File: src/verilog/pcu_consts.vh
`ifndef PCU_CONSTS_VH
`define PCU_CONSTS_VH

// ----------------------------------------------------------------
// Register byte offsets
// ----------------------------------------------------------------
`define PCU_OFS_SCRATCH0 14'h0000
`define PCU_OFS_SCRATCH1 14'h0004
`define PCU_OFS_SCRATCH2 14'h0008
`define PCU_OFS_SYSCTL 14'h000C
`define PCU_OFS_IRQ_EN_CLR 14'h3FD8
`define PCU_OFS_IRQ_EN_SET 14'h3FDC
`define PCU_OFS_IRQ_STATUS 14'h3FE0
`define PCU_OFS_IRQ_EN_VIEW 14'h3FE4
`define PCU_OFS_IRQ_FLAG_CLR 14'h3FE8
`define PCU_OFS_IRQ_FLAG_SET 14'h3FEC

// ----------------------------------------------------------------
// System control fields
// ----------------------------------------------------------------
`define PCU_SYS_AUTO_CONTACT_SHUTDOWN 11
`define PCU_SYS_AUTO_HARD_POWERDOWN 10
`define PCU_SYS_INTERNAL_PAD_SUPPLY_ON 9
`define PCU_SYS_CONTACT_IFACE_ON 8
`define PCU_SYS_AUX_PAD_SUPPLY_LEVEL_SEL 7
`define PCU_SYS_AUX_PAD_SUPPLY_IRQ_ON 6
`define PCU_SYS_PAD_SUPPLY_LEVEL_SEL 5
`define PCU_SYS_PAD_SUPPLY_IRQ_ON 4
`define PCU_SYS_USB_LINE_SW_OVERRIDE 3
`define PCU_SYS_HOST_SEL_MSB 2
`define PCU_SYS_HOST_SEL_LSB 0
`define PCU_SYS_USED_MSB 11
`define PCU_SYS_RESET 12'h100
`define PCU_SCRATCH_RESET 32'h00000000

// ----------------------------------------------------------------
// Host port select codes
// ----------------------------------------------------------------
`define PCU_HOST_NONE 3'h0
`define PCU_HOST_I2C 3'h1
`define PCU_HOST_SPI 3'h2
`define PCU_HOST_FAST_UART 3'h3
`define PCU_HOST_USB 3'h4

// ----------------------------------------------------------------
// Interrupt bits
// ----------------------------------------------------------------
`define PCU_IRQ_BITS 4
`define PCU_IRQ_PAD_SUPPLY 0
`define PCU_IRQ_AUX_PAD_SUPPLY 1
`define PCU_IRQ_HARD_POWERDOWN 2
`define PCU_IRQ_CONTACT_SHUTDOWN 3
`define PCU_IRQ_RESET 4'h0

`endif

File: src/verilog/pcu_irq_core.v
`timescale 1ns/1ps
// Sticky interrupt flags with enable mask and one level output
module pcu_irq_core #(
	parameter W = 4
) (
	input wire clk_i,
	input wire rst_i,
	input wire [W-1:0] event_i,
	input wire [W-1:0] flag_set_i,
	input wire [W-1:0] flag_clr_i,
	input wire [W-1:0] en_set_i,
	input wire [W-1:0] en_clr_i,
	output wire [W-1:0] status_o,
	output wire [W-1:0] enable_o,
	output reg irq_o
);
	reg [W-1:0] status_r;
	reg [W-1:0] enable_r;

	genvar g;
	generate
		for (g = 0; g < W; g = g + 1) begin : g_bit
			// Set wins over clear so no event is lost
			always @(posedge clk_i) begin
				if (rst_i) begin
					status_r[g] <= 1'b0;
				end else if (event_i[g] | flag_set_i[g]) begin
					status_r[g] <= 1'b1;
				end else if (flag_clr_i[g]) begin
					status_r[g] <= 1'b0;
				end
			end
			// Enable mask, set and cleared by separate strobes
			always @(posedge clk_i) begin
				if (rst_i) begin
					enable_r[g] <= 1'b0;
				end else if (en_set_i[g]) begin
					enable_r[g] <= 1'b1;
				end else if (en_clr_i[g]) begin
					enable_r[g] <= 1'b0;
				end
			end
		end
	endgenerate

	// Level interrupt while any enabled flag stands
	always @(posedge clk_i) begin
		if (rst_i) begin
			irq_o <= 1'b0;
		end else begin
			irq_o <= |(status_r & enable_r);
		end
	end

	assign status_o = status_r;
	assign enable_o = enable_r;
endmodule // pcu_irq_core

File: src/verilog/pcu_regs.v
`timescale 1ns/1ps
`include "pcu_consts.vh"
// Power control unit register bank on a classic Wishbone slave
module pcu_regs #(
	parameter AW = 14
) (
	input wire clk_i,
	input wire rst_i,
	// Wishbone slave
	input wire wb_cyc_i,
	input wire wb_stb_i,
	input wire wb_we_i,
	input wire [AW-1:0] wb_adr_i,
	input wire [3:0] wb_sel_i,
	input wire [31:0] wb_dat_i,
	output reg [31:0] wb_dat_o,
	output reg wb_ack_o,
	// Supply comparators, high while below the trip level
	input wire vbus_low_i,
	input wire vbusp_low_i,
	input wire pad_supply_low_18_i,
	input wire pad_supply_low_33_i,
	input wire aux_pad_supply_low_18_i,
	input wire aux_pad_supply_low_33_i,
	// Controls to the rest of the chip
	output reg contact_iface_on_o,
	output reg internal_pad_supply_on_o,
	output reg usb_line_sw_override_o,
	output reg [2:0] host_port_select_o,
	output reg host_port_invalid_o,
	output reg hard_powerdown_state_o,
	output reg contact_shutdown_start_o,
	output wire irq_o
);

	// ----------------------------------------------------------------
	// Register storage
	// ----------------------------------------------------------------
	reg [31:0] scratch_value_0_r;
	reg [31:0] scratch_value_1_r;
	reg [31:0] scratch_value_2_r;
	reg [`PCU_SYS_USED_MSB:0] sysctl_r;
	reg [31:0] rdata_nxt;
	reg vbusp_low_r;

	wire req;
	wire wr_take;
	wire [31:0] bmask;
	wire [31:0] wmask_data;
	wire [`PCU_IRQ_BITS-1:0] ev;
	wire [`PCU_IRQ_BITS-1:0] mon_ev;
	wire [`PCU_IRQ_BITS-1:0] status;
	wire [`PCU_IRQ_BITS-1:0] enable;
	wire [`PCU_IRQ_BITS-1:0] wr_bits;
	wire sel_scratch0;
	wire sel_scratch1;
	wire sel_scratch2;
	wire sel_sysctl;
	wire sel_en_clr;
	wire sel_en_set;
	wire sel_flag_clr;
	wire sel_flag_set;
	wire vbus_trip;
	wire vbusp_trip;

	// ----------------------------------------------------------------
	// Bus handshake
	// ----------------------------------------------------------------

	// A request is live while cycle and strobe are both high
	assign req = wb_cyc_i & wb_stb_i;
	// Writes commit on the edge where the master sees ack
	assign wr_take = req & wb_we_i & wb_ack_o;

	// Ack one cycle after the request, dropped the cycle after
	always @(posedge clk_i) begin
		if (rst_i) begin
			wb_ack_o <= 1'b0;
		end else begin
			wb_ack_o <= req & ~wb_ack_o;
		end
	end

	// Byte lane mask from the select lines
	genvar b;
	generate
		for (b = 0; b < 4; b = b + 1) begin : g_lane
			assign bmask[8*b+7:8*b] = {8{wb_sel_i[b]}};
		end
	endgenerate

	assign wmask_data = wb_dat_i & bmask;
	assign wr_bits = wmask_data[`PCU_IRQ_BITS-1:0];

	// ----------------------------------------------------------------
	// Address decode
	// ----------------------------------------------------------------
	assign sel_scratch0 = (wb_adr_i == `PCU_OFS_SCRATCH0);
	assign sel_scratch1 = (wb_adr_i == `PCU_OFS_SCRATCH1);
	assign sel_scratch2 = (wb_adr_i == `PCU_OFS_SCRATCH2);
	assign sel_sysctl = (wb_adr_i == `PCU_OFS_SYSCTL);
	assign sel_en_clr = (wb_adr_i == `PCU_OFS_IRQ_EN_CLR);
	assign sel_en_set = (wb_adr_i == `PCU_OFS_IRQ_EN_SET);
	assign sel_flag_clr = (wb_adr_i == `PCU_OFS_IRQ_FLAG_CLR);
	assign sel_flag_set = (wb_adr_i == `PCU_OFS_IRQ_FLAG_SET);

	// ----------------------------------------------------------------
	// Scratch words
	// ----------------------------------------------------------------

	// Plain storage with byte lanes, nothing else reads them
	always @(posedge clk_i) begin
		if (rst_i) begin
			scratch_value_0_r <= `PCU_SCRATCH_RESET;
			scratch_value_1_r <= `PCU_SCRATCH_RESET;
			scratch_value_2_r <= `PCU_SCRATCH_RESET;
		end else if (wr_take) begin
			if (sel_scratch0) begin
				scratch_value_0_r <= (scratch_value_0_r & ~bmask) | wmask_data;
			end
			if (sel_scratch1) begin
				scratch_value_1_r <= (scratch_value_1_r & ~bmask) | wmask_data;
			end
			if (sel_scratch2) begin
				scratch_value_2_r <= (scratch_value_2_r & ~bmask) | wmask_data;
			end
		end
	end

	// ----------------------------------------------------------------
	// System control
	// ----------------------------------------------------------------

	// Contact interface comes out of reset on, all else off
	always @(posedge clk_i) begin
		if (rst_i) begin
			sysctl_r <= `PCU_SYS_RESET;
		end else if (wr_take && sel_sysctl) begin
			sysctl_r <= (sysctl_r & ~bmask[`PCU_SYS_USED_MSB:0]) |
				wmask_data[`PCU_SYS_USED_MSB:0];
		end
	end

	// ----------------------------------------------------------------
	// Control outputs
	// ----------------------------------------------------------------

	// Registered copies of the configuration bits
	always @(posedge clk_i) begin
		if (rst_i) begin
			contact_iface_on_o <= 1'b1;
			internal_pad_supply_on_o <= 1'b0;
			usb_line_sw_override_o <= 1'b0;
			host_port_select_o <= `PCU_HOST_NONE;
			host_port_invalid_o <= 1'b0;
		end else begin
			contact_iface_on_o <= sysctl_r[`PCU_SYS_CONTACT_IFACE_ON];
			internal_pad_supply_on_o <=
				sysctl_r[`PCU_SYS_INTERNAL_PAD_SUPPLY_ON];
			usb_line_sw_override_o <=
				sysctl_r[`PCU_SYS_USB_LINE_SW_OVERRIDE];
			host_port_select_o <=
				sysctl_r[`PCU_SYS_HOST_SEL_MSB:`PCU_SYS_HOST_SEL_LSB];
			// Codes above the USB code select nothing valid
			host_port_invalid_o <=
				(sysctl_r[`PCU_SYS_HOST_SEL_MSB:`PCU_SYS_HOST_SEL_LSB] >
				`PCU_HOST_USB);
		end
	end

	// ----------------------------------------------------------------
	// Automatic supply reactions
	// ----------------------------------------------------------------

	// Low VBUS only counts while auto powerdown is armed
	assign vbus_trip = vbus_low_i &
		sysctl_r[`PCU_SYS_AUTO_HARD_POWERDOWN];
	// Fresh drop of VBUSP while auto shutdown is armed
	assign vbusp_trip = vbusp_low_i & ~vbusp_low_r &
		sysctl_r[`PCU_SYS_AUTO_CONTACT_SHUTDOWN];

	// Previous VBUSP comparator level for edge detection
	always @(posedge clk_i) begin
		if (rst_i) begin
			vbusp_low_r <= 1'b0;
		end else begin
			vbusp_low_r <= vbusp_low_i;
		end
	end

	// Powerdown holds until reset; shutdown start is one cycle
	always @(posedge clk_i) begin
		if (rst_i) begin
			hard_powerdown_state_o <= 1'b0;
			contact_shutdown_start_o <= 1'b0;
		end else begin
			if (vbus_trip) begin
				hard_powerdown_state_o <= 1'b1;
			end
			contact_shutdown_start_o <= vbusp_trip;
		end
	end

	// ----------------------------------------------------------------
	// Supply monitors and interrupts
	// ----------------------------------------------------------------
	pcu_supply_mon #(
		.N(2)
	) u_mon (
		.clk_i(clk_i),
		.rst_i(rst_i),
		.low_18_i({aux_pad_supply_low_18_i, pad_supply_low_18_i}),
		.low_33_i({aux_pad_supply_low_33_i, pad_supply_low_33_i}),
		.level_sel_i({sysctl_r[`PCU_SYS_AUX_PAD_SUPPLY_LEVEL_SEL],
			sysctl_r[`PCU_SYS_PAD_SUPPLY_LEVEL_SEL]}),
		.irq_on_i({sysctl_r[`PCU_SYS_AUX_PAD_SUPPLY_IRQ_ON],
			sysctl_r[`PCU_SYS_PAD_SUPPLY_IRQ_ON]}),
		.event_o(mon_ev[1:0])
	);

	// Powerdown entry and shutdown start are also reported
	assign mon_ev[`PCU_IRQ_HARD_POWERDOWN] = vbus_trip & ~hard_powerdown_state_o;
	assign mon_ev[`PCU_IRQ_CONTACT_SHUTDOWN] = vbusp_trip;
	assign ev = mon_ev;

	pcu_irq_core #(
		.W(`PCU_IRQ_BITS)
	) u_irq (
		.clk_i(clk_i),
		.rst_i(rst_i),
		.event_i(ev),
		.flag_set_i(wr_bits & {`PCU_IRQ_BITS{wr_take & sel_flag_set}}),
		.flag_clr_i(wr_bits & {`PCU_IRQ_BITS{wr_take & sel_flag_clr}}),
		.en_set_i(wr_bits & {`PCU_IRQ_BITS{wr_take & sel_en_set}}),
		.en_clr_i(wr_bits & {`PCU_IRQ_BITS{wr_take & sel_en_clr}}),
		.status_o(status),
		.enable_o(enable),
		.irq_o(irq_o)
	);

	// ----------------------------------------------------------------
	// Read path
	// ----------------------------------------------------------------

	// Write-only and unmapped words read as zero
	always @* begin
		rdata_nxt = 32'h00000000;
		case (wb_adr_i)
			`PCU_OFS_SCRATCH0: rdata_nxt = scratch_value_0_r;
			`PCU_OFS_SCRATCH1: rdata_nxt = scratch_value_1_r;
			`PCU_OFS_SCRATCH2: rdata_nxt = scratch_value_2_r;
			`PCU_OFS_SYSCTL: begin
				rdata_nxt[`PCU_SYS_USED_MSB:0] = sysctl_r;
			end
			`PCU_OFS_IRQ_STATUS: begin
				rdata_nxt[`PCU_IRQ_BITS-1:0] = status;
			end
			`PCU_OFS_IRQ_EN_VIEW: begin
				rdata_nxt[`PCU_IRQ_BITS-1:0] = enable;
			end
			default: rdata_nxt = 32'h00000000;
		endcase
	end

	// Read data launched with ack, zero otherwise
	always @(posedge clk_i) begin
		if (rst_i) begin
			wb_dat_o <= 32'h00000000;
		end else if (req & ~wb_ack_o & ~wb_we_i) begin
			wb_dat_o <= rdata_nxt;
		end else begin
			wb_dat_o <= 32'h00000000;
		end
	end

endmodule // pcu_regs

File: src/verilog/pcu_supply_mon.v
`timescale 1ns/1ps
// Supply monitors: pick trigger level, flag a fresh drop below it
module pcu_supply_mon #(
	parameter N = 2
) (
	input wire clk_i,
	input wire rst_i,
	input wire [N-1:0] low_18_i,
	input wire [N-1:0] low_33_i,
	input wire [N-1:0] level_sel_i,
	input wire [N-1:0] irq_on_i,
	output wire [N-1:0] event_o
);
	genvar g;
	generate
		for (g = 0; g < N; g = g + 1) begin : g_mon
			reg below_r;
			wire below_nxt;
			// Level select: zero is the 1.8 V trip, one the 3.3 V trip
			assign below_nxt = level_sel_i[g] ? low_33_i[g] : low_18_i[g];
			// Previous comparator state for crossing detection
			always @(posedge clk_i) begin
				if (rst_i) begin
					below_r <= 1'b0;
				end else begin
					below_r <= below_nxt;
				end
			end
			// Only an enabled crossing raises an event
			assign event_o[g] = below_nxt & ~below_r & irq_on_i[g];
		end
	endgenerate
endmodule // pcu_supply_mon
File: config.mk
export PLATFORM = sky130hd
export DESIGN_NAME = pcu_regs
export DESIGN_NICKNAME = d
export VERILOG_FILES = /design/src/verilog/pcu_irq_core.v /design/src/verilog/pcu_regs.v /design/src/verilog/pcu_supply_mon.v
export VERILOG_INCLUDE_DIRS = /design/src /design/src/verilog
export SDC_FILE = /design/constraint.sdc
export NUM_CORES = 1
export LEC_CHECK = 0
export ABC_AREA = 1
export ABC_CLOCK_PERIOD_IN_PS = 2000
export BUFFER_PORTS_ARGS = -buffer_cell sky130_fd_sc_hd__buf_2
export CAP_MARGIN = 20
export CORE_AREA = 4 4 117 119
export CTS_CLUSTER_DIAMETER = 120
export DETAILED_ROUTE_END_ITERATION = 16
export DIE_AREA = 0 0 121 123
export PLACE_DENSITY = 0.77
export SYNTH_ARGS = -nofsm -noshare
export SYNTH_HDL_FRONTEND = slang
export SYNTH_HIERARCHICAL = 1
export SYNTH_SLANG_ARGS = --single-unit
File: constraint.sdc
create_clock -name clk_i -period 2 [get_ports clk_i]
set_input_delay 0.2 -clock clk_i [delete_from_list [all_inputs] [get_ports clk_i]]
set_output_delay 0.2 -clock clk_i [all_outputs]
set_load 0.02 [all_outputs]
==> reports/summary.md, run 1 <==
The weighted congestion reported at the end of routability-driven placement is 0.904, and the sum of buffers and inverters on the critical path is 1. In this run, placement finished with an instance count of 1180. Setup repair after global routing left no endpoint under its margin. The net switching power was 1.43 mW.

The flow ran to the end, and the final reports show no timing, DRC or antenna violations. The number of placed I/O pins was 104. The post-route fraction of the period consumed by the critical path came out at 0.900.

Across the VDD grid, the largest voltage drop is 0.560 mV. The depth of the worst hold-timing path works out to 2. The critical path is of the register to register type. The number of cells on the critical path is 6.

The area added between synthesis and finish was 18.1%; the data required time of the critical path was 2.31 ns. The post-synthesis share of cell area spent on xor and xnor gates came out at 0. The number of distinct library cells after synthesis is 26. The path class of the tightest hold or removal check is input pin to register.

The run gives 2 as the deepest clock path buffer count. STA classifies the critical path endpoint as a register. The synthesized design contains 162 register bits. The max capacitance violation total came out at 0. For this run, the number of standard cells in the final layout without fillers is 1212. Site row count: 41. Cell internal power was estimated by the tool at 5.23 mW.

The violation count after the first detailed-route iteration is 823. For this design, the CTS-stage hold fixing added 0 buffers. The first global-routing pass estimated 29900 µm of wire. Buffers inserted during clock tree synthesis total 17.

Detailed placement ended at an HPWL of 12100 µm. Compound-gate portion of the synthesized area: 0.0897. The mux share of post-synthesis cell area works out to 0. For the clock latency at the later pin of the worst-skew pair, the log shows 0.42 ns. The logs give 0.00686 mm² for the combined area of all synthesized cells and 0 for the remaining global-route overflow. The hold violation total from the final report came out at 0. Dividing the synthesized area by the synthesized cell count gives 7.29 µm². Clock-pin slew was measured on the worst setup and hold paths at 0.06 ns.

The clock sink total is 162, and the area of the die is 0.0149 mm². The post-synthesis share of cell area spent on full adders, half adders and majority gates works out to 0. The most common cell after layout, fill and taps aside was sky130_fd_sc_hd__nand3_1.

Measured in cells, the most critical reg-to-reg path has a length of 6. Of all nets on the critical path, the largest fanout is 11. The tools report the sequential share of power as 0.485. In this run the register-to-register setup slack is 0.20 ns. In this run the number of H-tree levels came out at 4. The tools report the final number of max-transition violations as 0. For this run, the post-layout net count is 1088. Cell type with the highest occurrence count on the critical path: sky130_fd_sc_hd__nand2_1. For the final database, setup skew stands at 0.00798 ns. The tools report the antenna violation net count after detailed routing as 0. Entering global routing, the biggest net connects 70 pins.

After detailed routing, the number of vias per cell comes to 5.58. The first detailed-routing pass took 5 iterations. The sequential-to-total area share from yosys stat came out at 0.473. Power spread over the standard cell area amounts to 822 mW/mm².

STA classifies the critical path startpoint as a register. The tools report the starting utilization of the core area as 0.546. TritonCTS built the clock tree. The count of unresolved DRC violations after routing came out at 0.

In this run, post-CTS repair resized a total of 0 instances. The post-synthesis net count came out at 1003. On the critical path the largest part of the delay comes from simple AND/OR/NAND/NOR gates.

The width of the die was 121 µm. The cell sitting at the root of the clock tree is a sky130_fd_sc_hd__clkbuf_16. The fraction of layout instances using a drive strength above 1 works out to 0.165. The total track usage came out at 0.251.

The tools report the proportion of power drawn by combinational gates as 0.036. For the area of the core region, the log shows 0.0126 mm². The number of setup buffers added after CTS is 0.

The post-route minimum period is 1.80 ns. The switching share of power works out to 0.215. The signal on the critical path passes through nand4_2, nor2_1, buf_4, nand2_1, nand2_1, o21ai_1. For the number of warnings issued by yosys, the log shows 6.

For this run, the slowest stage of the critical path takes 0.37 ns. The simple-gate area share of the yosys netlist came out at 0.366. The setup TNS after final layout was 0 ns; the number of port buffers was 103.

The top cell types in the final layout, fill and taps aside, are 214 x sky130_fd_sc_hd__nand3_1, 193 x sky130_fd_sc_hd__nand2_1, 162 x sky130_fd_sc_hd__dfxtp_1. The run gives 18500 µm as the final wirelength. The run gives 0.645 as the utilization after layout. The number of antenna violations at the first check in global routing was 0.

The leakage power figure came out at 3.15 nW. For the worst setup path, the data arrival time is 2.11 ns. Highest-delay cell along the critical path: sky130_fd_sc_hd__nand4_2. The number of global-route vias before repair was 6040; the worst slew margin relative to its limit was 0.667. By area, the combinational part of the netlist is dominated by simple AND/OR/NAND/NOR gates.

The final route contains 6768 vias. Setup violations remaining at the end of the flow were counted as 0. The die height came out at 123 µm. The slew of the pin with the lowest slew margin is 0.499 ns.

Dividing the detail-routed wire length by the instance count gives 15.3 µm. The fmax was 0.556 GHz; the cell count after synthesis was 942. The logs give 0.479 for the relative contribution of the clock network to total power and 0 for the diode insertion count for antenna repair.
area by class of cell:
class                   instances  area [µm²]
inverters                      43         161
multi-input cells             676        3130
fillers                      1142        4460
clock inverters                 9         105
well taps                     172         215
flip-flops and latches        162        3240
repair buffers                127         773
clock buffers                  23         478
cells in the mapped netlist:
library cell,number,share of area
sky130_fd_sc_hd__nand3_1,214,0.16
sky130_fd_sc_hd__nand2_4,2,0.0033
sky130_fd_sc_hd__nand2_2,4,0.0036
sky130_fd_sc_hd__buf_1,2,0.0011
sky130_fd_sc_hd__nor3_1,3,0.0022
sky130_fd_sc_hd__buf_2,19,0.014
sky130_fd_sc_hd__nand4_1,2,0.0018
sky130_fd_sc_hd__or2_1,1,0.00091
sky130_fd_sc_hd__nor2_8,2,0.0058
sky130_fd_sc_hd__nor4_1,1,0.00091
sky130_fd_sc_hd__nor2_1,99,0.054
sky130_fd_sc_hd__dfxtp_1,162,0.47
sky130_fd_sc_hd__nor2_4,1,0.0016
sky130_fd_sc_hd__inv_1,43,0.024
sky130_fd_sc_hd__clkbuf_1,27,0.015
sky130_fd_sc_hd__and3_1,20,0.018
sky130_fd_sc_hd__buf_4,5,0.0055
sky130_fd_sc_hd__o21ai_1,4,0.0029
sky130_fd_sc_hd__nor2_2,5,0.0046
sky130_fd_sc_hd__or2_2,1,0.00091
sky130_fd_sc_hd__nand2_1,193,0.11
sky130_fd_sc_hd__buf_6,8,0.013
sky130_fd_sc_hd__a21oi_1,117,0.085
sky130_fd_sc_hd__nand3b_1,4,0.0044
sky130_fd_sc_hd__nand4_2,1,0.0018
sky130_fd_sc_hd__o21ai_0,2,0.0015
power by group through the flow:
| stage | logic [mW] | registers (mW) | clock network, mW |
|---|---|---|---|
| finish | 0.240 | 3.23 | 3.19 |
| global route | 0.261 | 3.23 | 3.38 |
| CTS | 0.235 | 3.23 | 3.23 |
| detailed placement | 0.235 | 3.30 | 0 |
| global placement | 0.234 | 3.30 | 0 |
| floorplan | 0.108 | 3.30 | 0 |
final timing paths:
| path | start | end |
|---|---|---|
| worst max-delay path | wb_ack_o | register |
| worst min-delay path | rst_i | wb_ack_o |
| worst max register to register | wb_ack_o | register |
| worst min register to register | vbusp_low_r | contact_shutdown_start_o |
layer usage:
metal / part of all wire / track usage / up-vias
li1: - / - / 3300
met1: 0.43 / 0.345 / 3109
met2: 0.46 / 0.396 / 336
met3: 0.095 / 0.0540 / 23
met4: 0.016 / 0.0850 / 0
met5: 0 / 0 / -
per-stage QoR:
step	total power [mW]	area (µm²)	worst slack (ns)	hold WS, ns
after detailed placement	3.54	7520	0.159	0.427
after global placement	3.54	7520	0.173	0.412
after global routing	6.87	8110	0.114	0.00121
after floorplan	3.41	6860	0.426	0.272
after CTS	6.70	8110	0.234	0.00413
final	6.67	8110	0.201	0.0191
cell families after synthesis:
logic type	count (synthesis)
and+or+nand+nor	553
AOI/OAI and AO/OA	123
DFF	162
buffers and inverters	104
(Power assumes the default switching activity.)
==> run 2, diff against run 1 <==
--- a/config.mk
+++ b/config.mk
@@ -6,15 +6,13 @@
 export SDC_FILE = /design/constraint.sdc
 export NUM_CORES = 1
 export LEC_CHECK = 0
-export ABC_AREA = 1
 export ABC_CLOCK_PERIOD_IN_PS = 2000
 export BUFFER_PORTS_ARGS = -buffer_cell sky130_fd_sc_hd__buf_2
 export CAP_MARGIN = 20
-export CORE_AREA = 4 4 117 119
+export CORE_AREA = 4 4 136 138
 export CTS_CLUSTER_DIAMETER = 120
 export DETAILED_ROUTE_END_ITERATION = 16
-export DIE_AREA = 0 0 121 123
-export PLACE_DENSITY = 0.77
+export DIE_AREA = 0 0 140 142
 export SYNTH_ARGS = -nofsm -noshare
 export SYNTH_HDL_FRONTEND = slang
 export SYNTH_HIERARCHICAL = 1
==> constraint.sdc (replaced) <==
create_clock -name clk_i -period 2 [get_ports clk_i]
set_input_delay 0.3 -clock clk_i [delete_from_list [all_inputs] [get_ports clk_i]]
set_output_delay 0.3 -clock clk_i [all_outputs]
set_load 0.02 [all_outputs]
==> run 2 against run 1 <==
Against the previous run:
- routed wire length fell by 7.9%
- synthesized cell count down 31%
- largest cell class is now multi-input gates
- cell count down 18%
- sequential power hardly changed
- register-to-register slack is essentially flat
- setup slack improved by 0.011 ns
- global-route usage shrank 7.6 points
- utilization decreased by 16 points
- non-clock buffer count down 1
- clock-buffer cell count shrank 5
==> reports/summary.md, run 2 <==
The flow ran to the end, and the final reports show no timing, DRC or antenna violations. The data required time of the critical path was 2.34 ns (+0.03 ns); the final number of max-transition violations was 0 (unchanged). The compound-gate portion of the synthesized area works out to 0.0719 (-0.0178). The tools report the vias after detailed routing as 5166 (-24%). The post-synthesis sequential element count came out at 162 (unchanged). For the number of placed I/O pins, the log shows 104 (unchanged). Setup repair after global routing left no endpoint under its margin. The sum of buffers and inverters on the critical path came out at 1 (unchanged).

The hold violation total from the final report was 0 (unchanged). The clock latency at the later pin of the worst-skew pair is 0.43 ns (about the same), and the deepest clock path buffer count is 2 (unchanged). For the number of global-route vias before repair, the log shows 5247 (-13%). Broken down by cell family, the worst path's largest delay share belongs to simple AND/OR/NAND/NOR gates.

Counting instances in the post-synthesis netlist gives the leading cell types as 162 x sky130_fd_sc_hd__dfxtp_1, 147 x sky130_fd_sc_hd__nand2b_1, 113 x sky130_fd_sc_hd__mux2i_1. The post-route fraction of the period consumed by the critical path was 0.894 (-0.00553). The average cell area after synthesis came out at 10.4 µm² (+43%). The tools report the sequential-to-total area share from yosys stat as 0.478 (+0.00540).

The run gives 0.485 (-0.160) as the utilization after layout. The tools report the number of distinct library cells after synthesis as 37 (+42%). The clock root buffer is sky130_fd_sc_hd__clkbuf_16. The diode insertion count for antenna repair was 0 (unchanged); the maximum fanout along the worst path was 8 (-3). The number of antenna violations at the first check in global routing is 2 (+2), and the weighted congestion reported at the end of routability-driven placement is 0.829 (-8.2%). The half-perimeter wire length after detailed placement is 11700 µm (-4.0%). The max capacitance violation total came out at 0 (unchanged). The simple-gate area share of the yosys netlist was 0.238 (-0.128); the cell count after synthesis was 652 (-31%). The number of buffers inserted for hold repair after clock tree synthesis was 0 (unchanged); the least setup slack across all paths after layout was 0.212 ns (+0.0111 ns). The setup clock skew after layout was 0.00851 ns (+0.000532 ns); the post-cts sizing count was 0 (unchanged). The run gives 0.616 mV (+10%) as the peak supply drop. The most common cell after layout, fill and taps aside was sky130_fd_sc_hd__dfxtp_1. The first-pass detailed-route iteration total is 7 (+2), and the slew of the pin with the lowest slew margin is 0.522 ns (+0.0230 ns). The logs give 962 (-18%) for the total instance count after detailed placement and 388 (-53%) for the violation count after the first detailed-route iteration. The biggest cell delay along the critical path works out to 0.39 ns (+0.02 ns).

The area of the core region was 0.0172 mm² (+37%). The worst slew margin relative to its limit came out at 0.652 (-0.0154). The flip-flop cell with the highest count after synthesis was sky130_fd_sc_hd__dfxtp_1.

The post-CTS setup buffer count was 0 (unchanged); the remaining global-route overflow was 0 (unchanged). The area added between synthesis and finish is 22.9%, and the CTS clock-pin slew for the worst setup and hold paths is 0.06 ns (about the same). The post-route minimum period was 1.79 ns (-0.0111 ns); the total track usage was 0.176 (-0.0758). In the post-synthesis netlist, the biggest area contributors are sky130_fd_sc_hd__dfxtp_1 48%, sky130_fd_sc_hd__mux2i_1 17%, sky130_fd_sc_hd__nand2b_1 14%. The most instantiated library cell after synthesis was sky130_fd_sc_hd__dfxtp_1. By area, the combinational part of the netlist is dominated by simple AND/OR/NAND/NOR gates. TritonCTS built the clock tree.

Width of the die: 140 µm (+16%). The cell count of the worst reg-to-reg path was 5 (-1); the combined area of all synthesized cells was 0.00679 mm² (-1.1%). The average via count per standard cell is 5.20 (-6.9%). The largest individual stage delay along the critical path comes from the cell sky130_fd_sc_hd__dfxtp_1.

The run gives 17000 µm (-7.9%) as the final wirelength. The post-synthesis share of cell area spent on full adders, half adders and majority gates works out to 0 (unchanged). The site row count is 48 (+17%). For the fmax, the log shows 0.559 GHz (+0.62%). In this run the critical register-to-register path is launched from wb_ack_o. The number of cells on the critical path is 5 (-1). Number of enable-type register cells in the synthesized netlist: 0 (unchanged).

The logs give 0.0325 ns (-0.127 ns) for the setup slack at placement and 162 (unchanged) for the clock sink total. For the area of the die, the log shows 0.0199 mm² (+34%). STA classifies the critical path startpoint as a register.

Post-synthesis share of cell area spent on xor and xnor gates: 0 (unchanged). The fraction of layout instances using a drive strength above 1 came out at 0.230 (+0.0648). The mux share of post-synthesis cell area works out to 0.177 (+0.177).

The top cell types in the final layout, fill and taps aside, are 162 x sky130_fd_sc_hd__dfxtp_1, 147 x sky130_fd_sc_hd__nand2b_1, 113 x sky130_fd_sc_hd__mux2i_1. The tools report the startpoint of the worst setup timing path as wb_ack_o. Traced cell by cell, the critical path runs through and4_1, buf_4, and2_1, nand3_2, mux2i_1. The endpoint kind of the worst setup timing path was a register. The share of flip-flops with an asynchronous set or reset after synthesis was 0 (unchanged); the wire length of the first global-routing pass was 27900 µm (-6.7%). The die height was 142 µm (+15%). The per-cell routed wire length was 17.1 µm (+12%). Minimum setup slack among reg-to-reg paths: 0.21 ns (about the same).

The critical path class was register to register. The starting utilization of the core area is 0.395 (-0.151). The path category of the worst min-delay check is input pin to register. The count of filler cells inserted in the layout is 1614 (+41%), and the pin count of the biggest net entering global routing is 157 (+120%).

The number of H-tree levels is 4 (unchanged). The share of Yosys cell area claimed by the top area cell type was 0.478 (+0.00540); the net total in the final layout was 817 (-25%). Setup TNS after final layout: 0 ns (unchanged).

The count of endpoints failing setup in the final report was 0 (unchanged). The leakage power figure was 3.60 nW (+14%). The number of clock buffers inserted by TritonCTS was 17 (unchanged).

The non-filler instance count after layout was 994 (-18%); the antenna violation net count after detailed routing was 0 (unchanged). The data arrival at the endpoint of the critical path was 2.13 ns (+0.02 ns). The post-synthesis net count was 713 (-29%). Count of unresolved DRC violations after routing: 0 (unchanged). The tools report the number of warnings issued by yosys as 6 (unchanged). The number of port buffers came out at 103 (unchanged). Cell accounting for the most synthesized area: sky130_fd_sc_hd__dfxtp_1. The total power density per cell area came out at 846 mW/mm² (+2.9%).
[run 2: final cells by class]
| type | count | area (µm²) | share of cell area |
|---|---|---|---|
| timing repair buffer | 126 | 813 | 0.0976 |
| inverter | 11 | 41.3 | 0.00495 |
| clock inverter | 14 | 213 | 0.0255 |
| sequential | 162 | 3240 | 0.389 |
| tap | 225 | 282 | 0.0338 |
| multi-input combinational | 438 | 3320 | 0.398 |
| clock buffer | 18 | 429 | 0.0515 |
[run 2: report_power, final]
part           switching, mW  internal, mW  total [mW]
sequential           0.00207          3.23        3.23
combinational          0.164         0.128       0.293
clock                   1.32          2.21        3.53
[run 2: logic make-up after synthesis]
logic type,Yosys count
mux,117
buf+inv,52
flops,162
simple gates,257
compound gates,64
[run 2: worst register-to-register path: stages, from the launching register on]
cell and delay (ns):
sky130_fd_sc_hd__dfxtp_1 0.39, sky130_fd_sc_hd__and4_1 0.33, sky130_fd_sc_hd__buf_4 0.22, sky130_fd_sc_hd__and2_1 0.24, sky130_fd_sc_hd__nand3_2 0.28, sky130_fd_sc_hd__mux2i_1 0.26
[run 2: how the worst min path moves through the flow]
stage	start	to	slack [ns]	cells past startpoint
5_1_grt	vbus_low_i	hard_powerdown_state_o	0.12	3
6_report	vbusp_low_i	vbusp_low_r	0.11	2
4_1_cts	vbusp_low_i	vbusp_low_r	0.09	2
3_3_place_gp	register	contact_iface_on_o	0.44	2
2_1_floorplan	rst_i	u_mon/g_mon[0].below_r	0.37	1
3_5_place_dp	register	contact_iface_on_o	0.45	2
[run 2: metal layers]
metal	vias to the layer above	GRT usage	share of wire
met3	22	0.0464	0.056
met5	-	0	0.0012
met2	147	0.286	0.48
met4	4	0.0617	0.015
met1	2495	0.228	0.45
li1	2498	-	-
[run 2: metrics by stage]
step,hold slack [ns],cell area [µm²],power [mW]
global route,0.115,8340,7.30
finish,0.113,8340,7.05
global placement,0.442,7690,3.59
CTS,0.0943,8340,7.12
detailed placement,0.449,7690,3.60
floorplan,0.372,6790,3.46
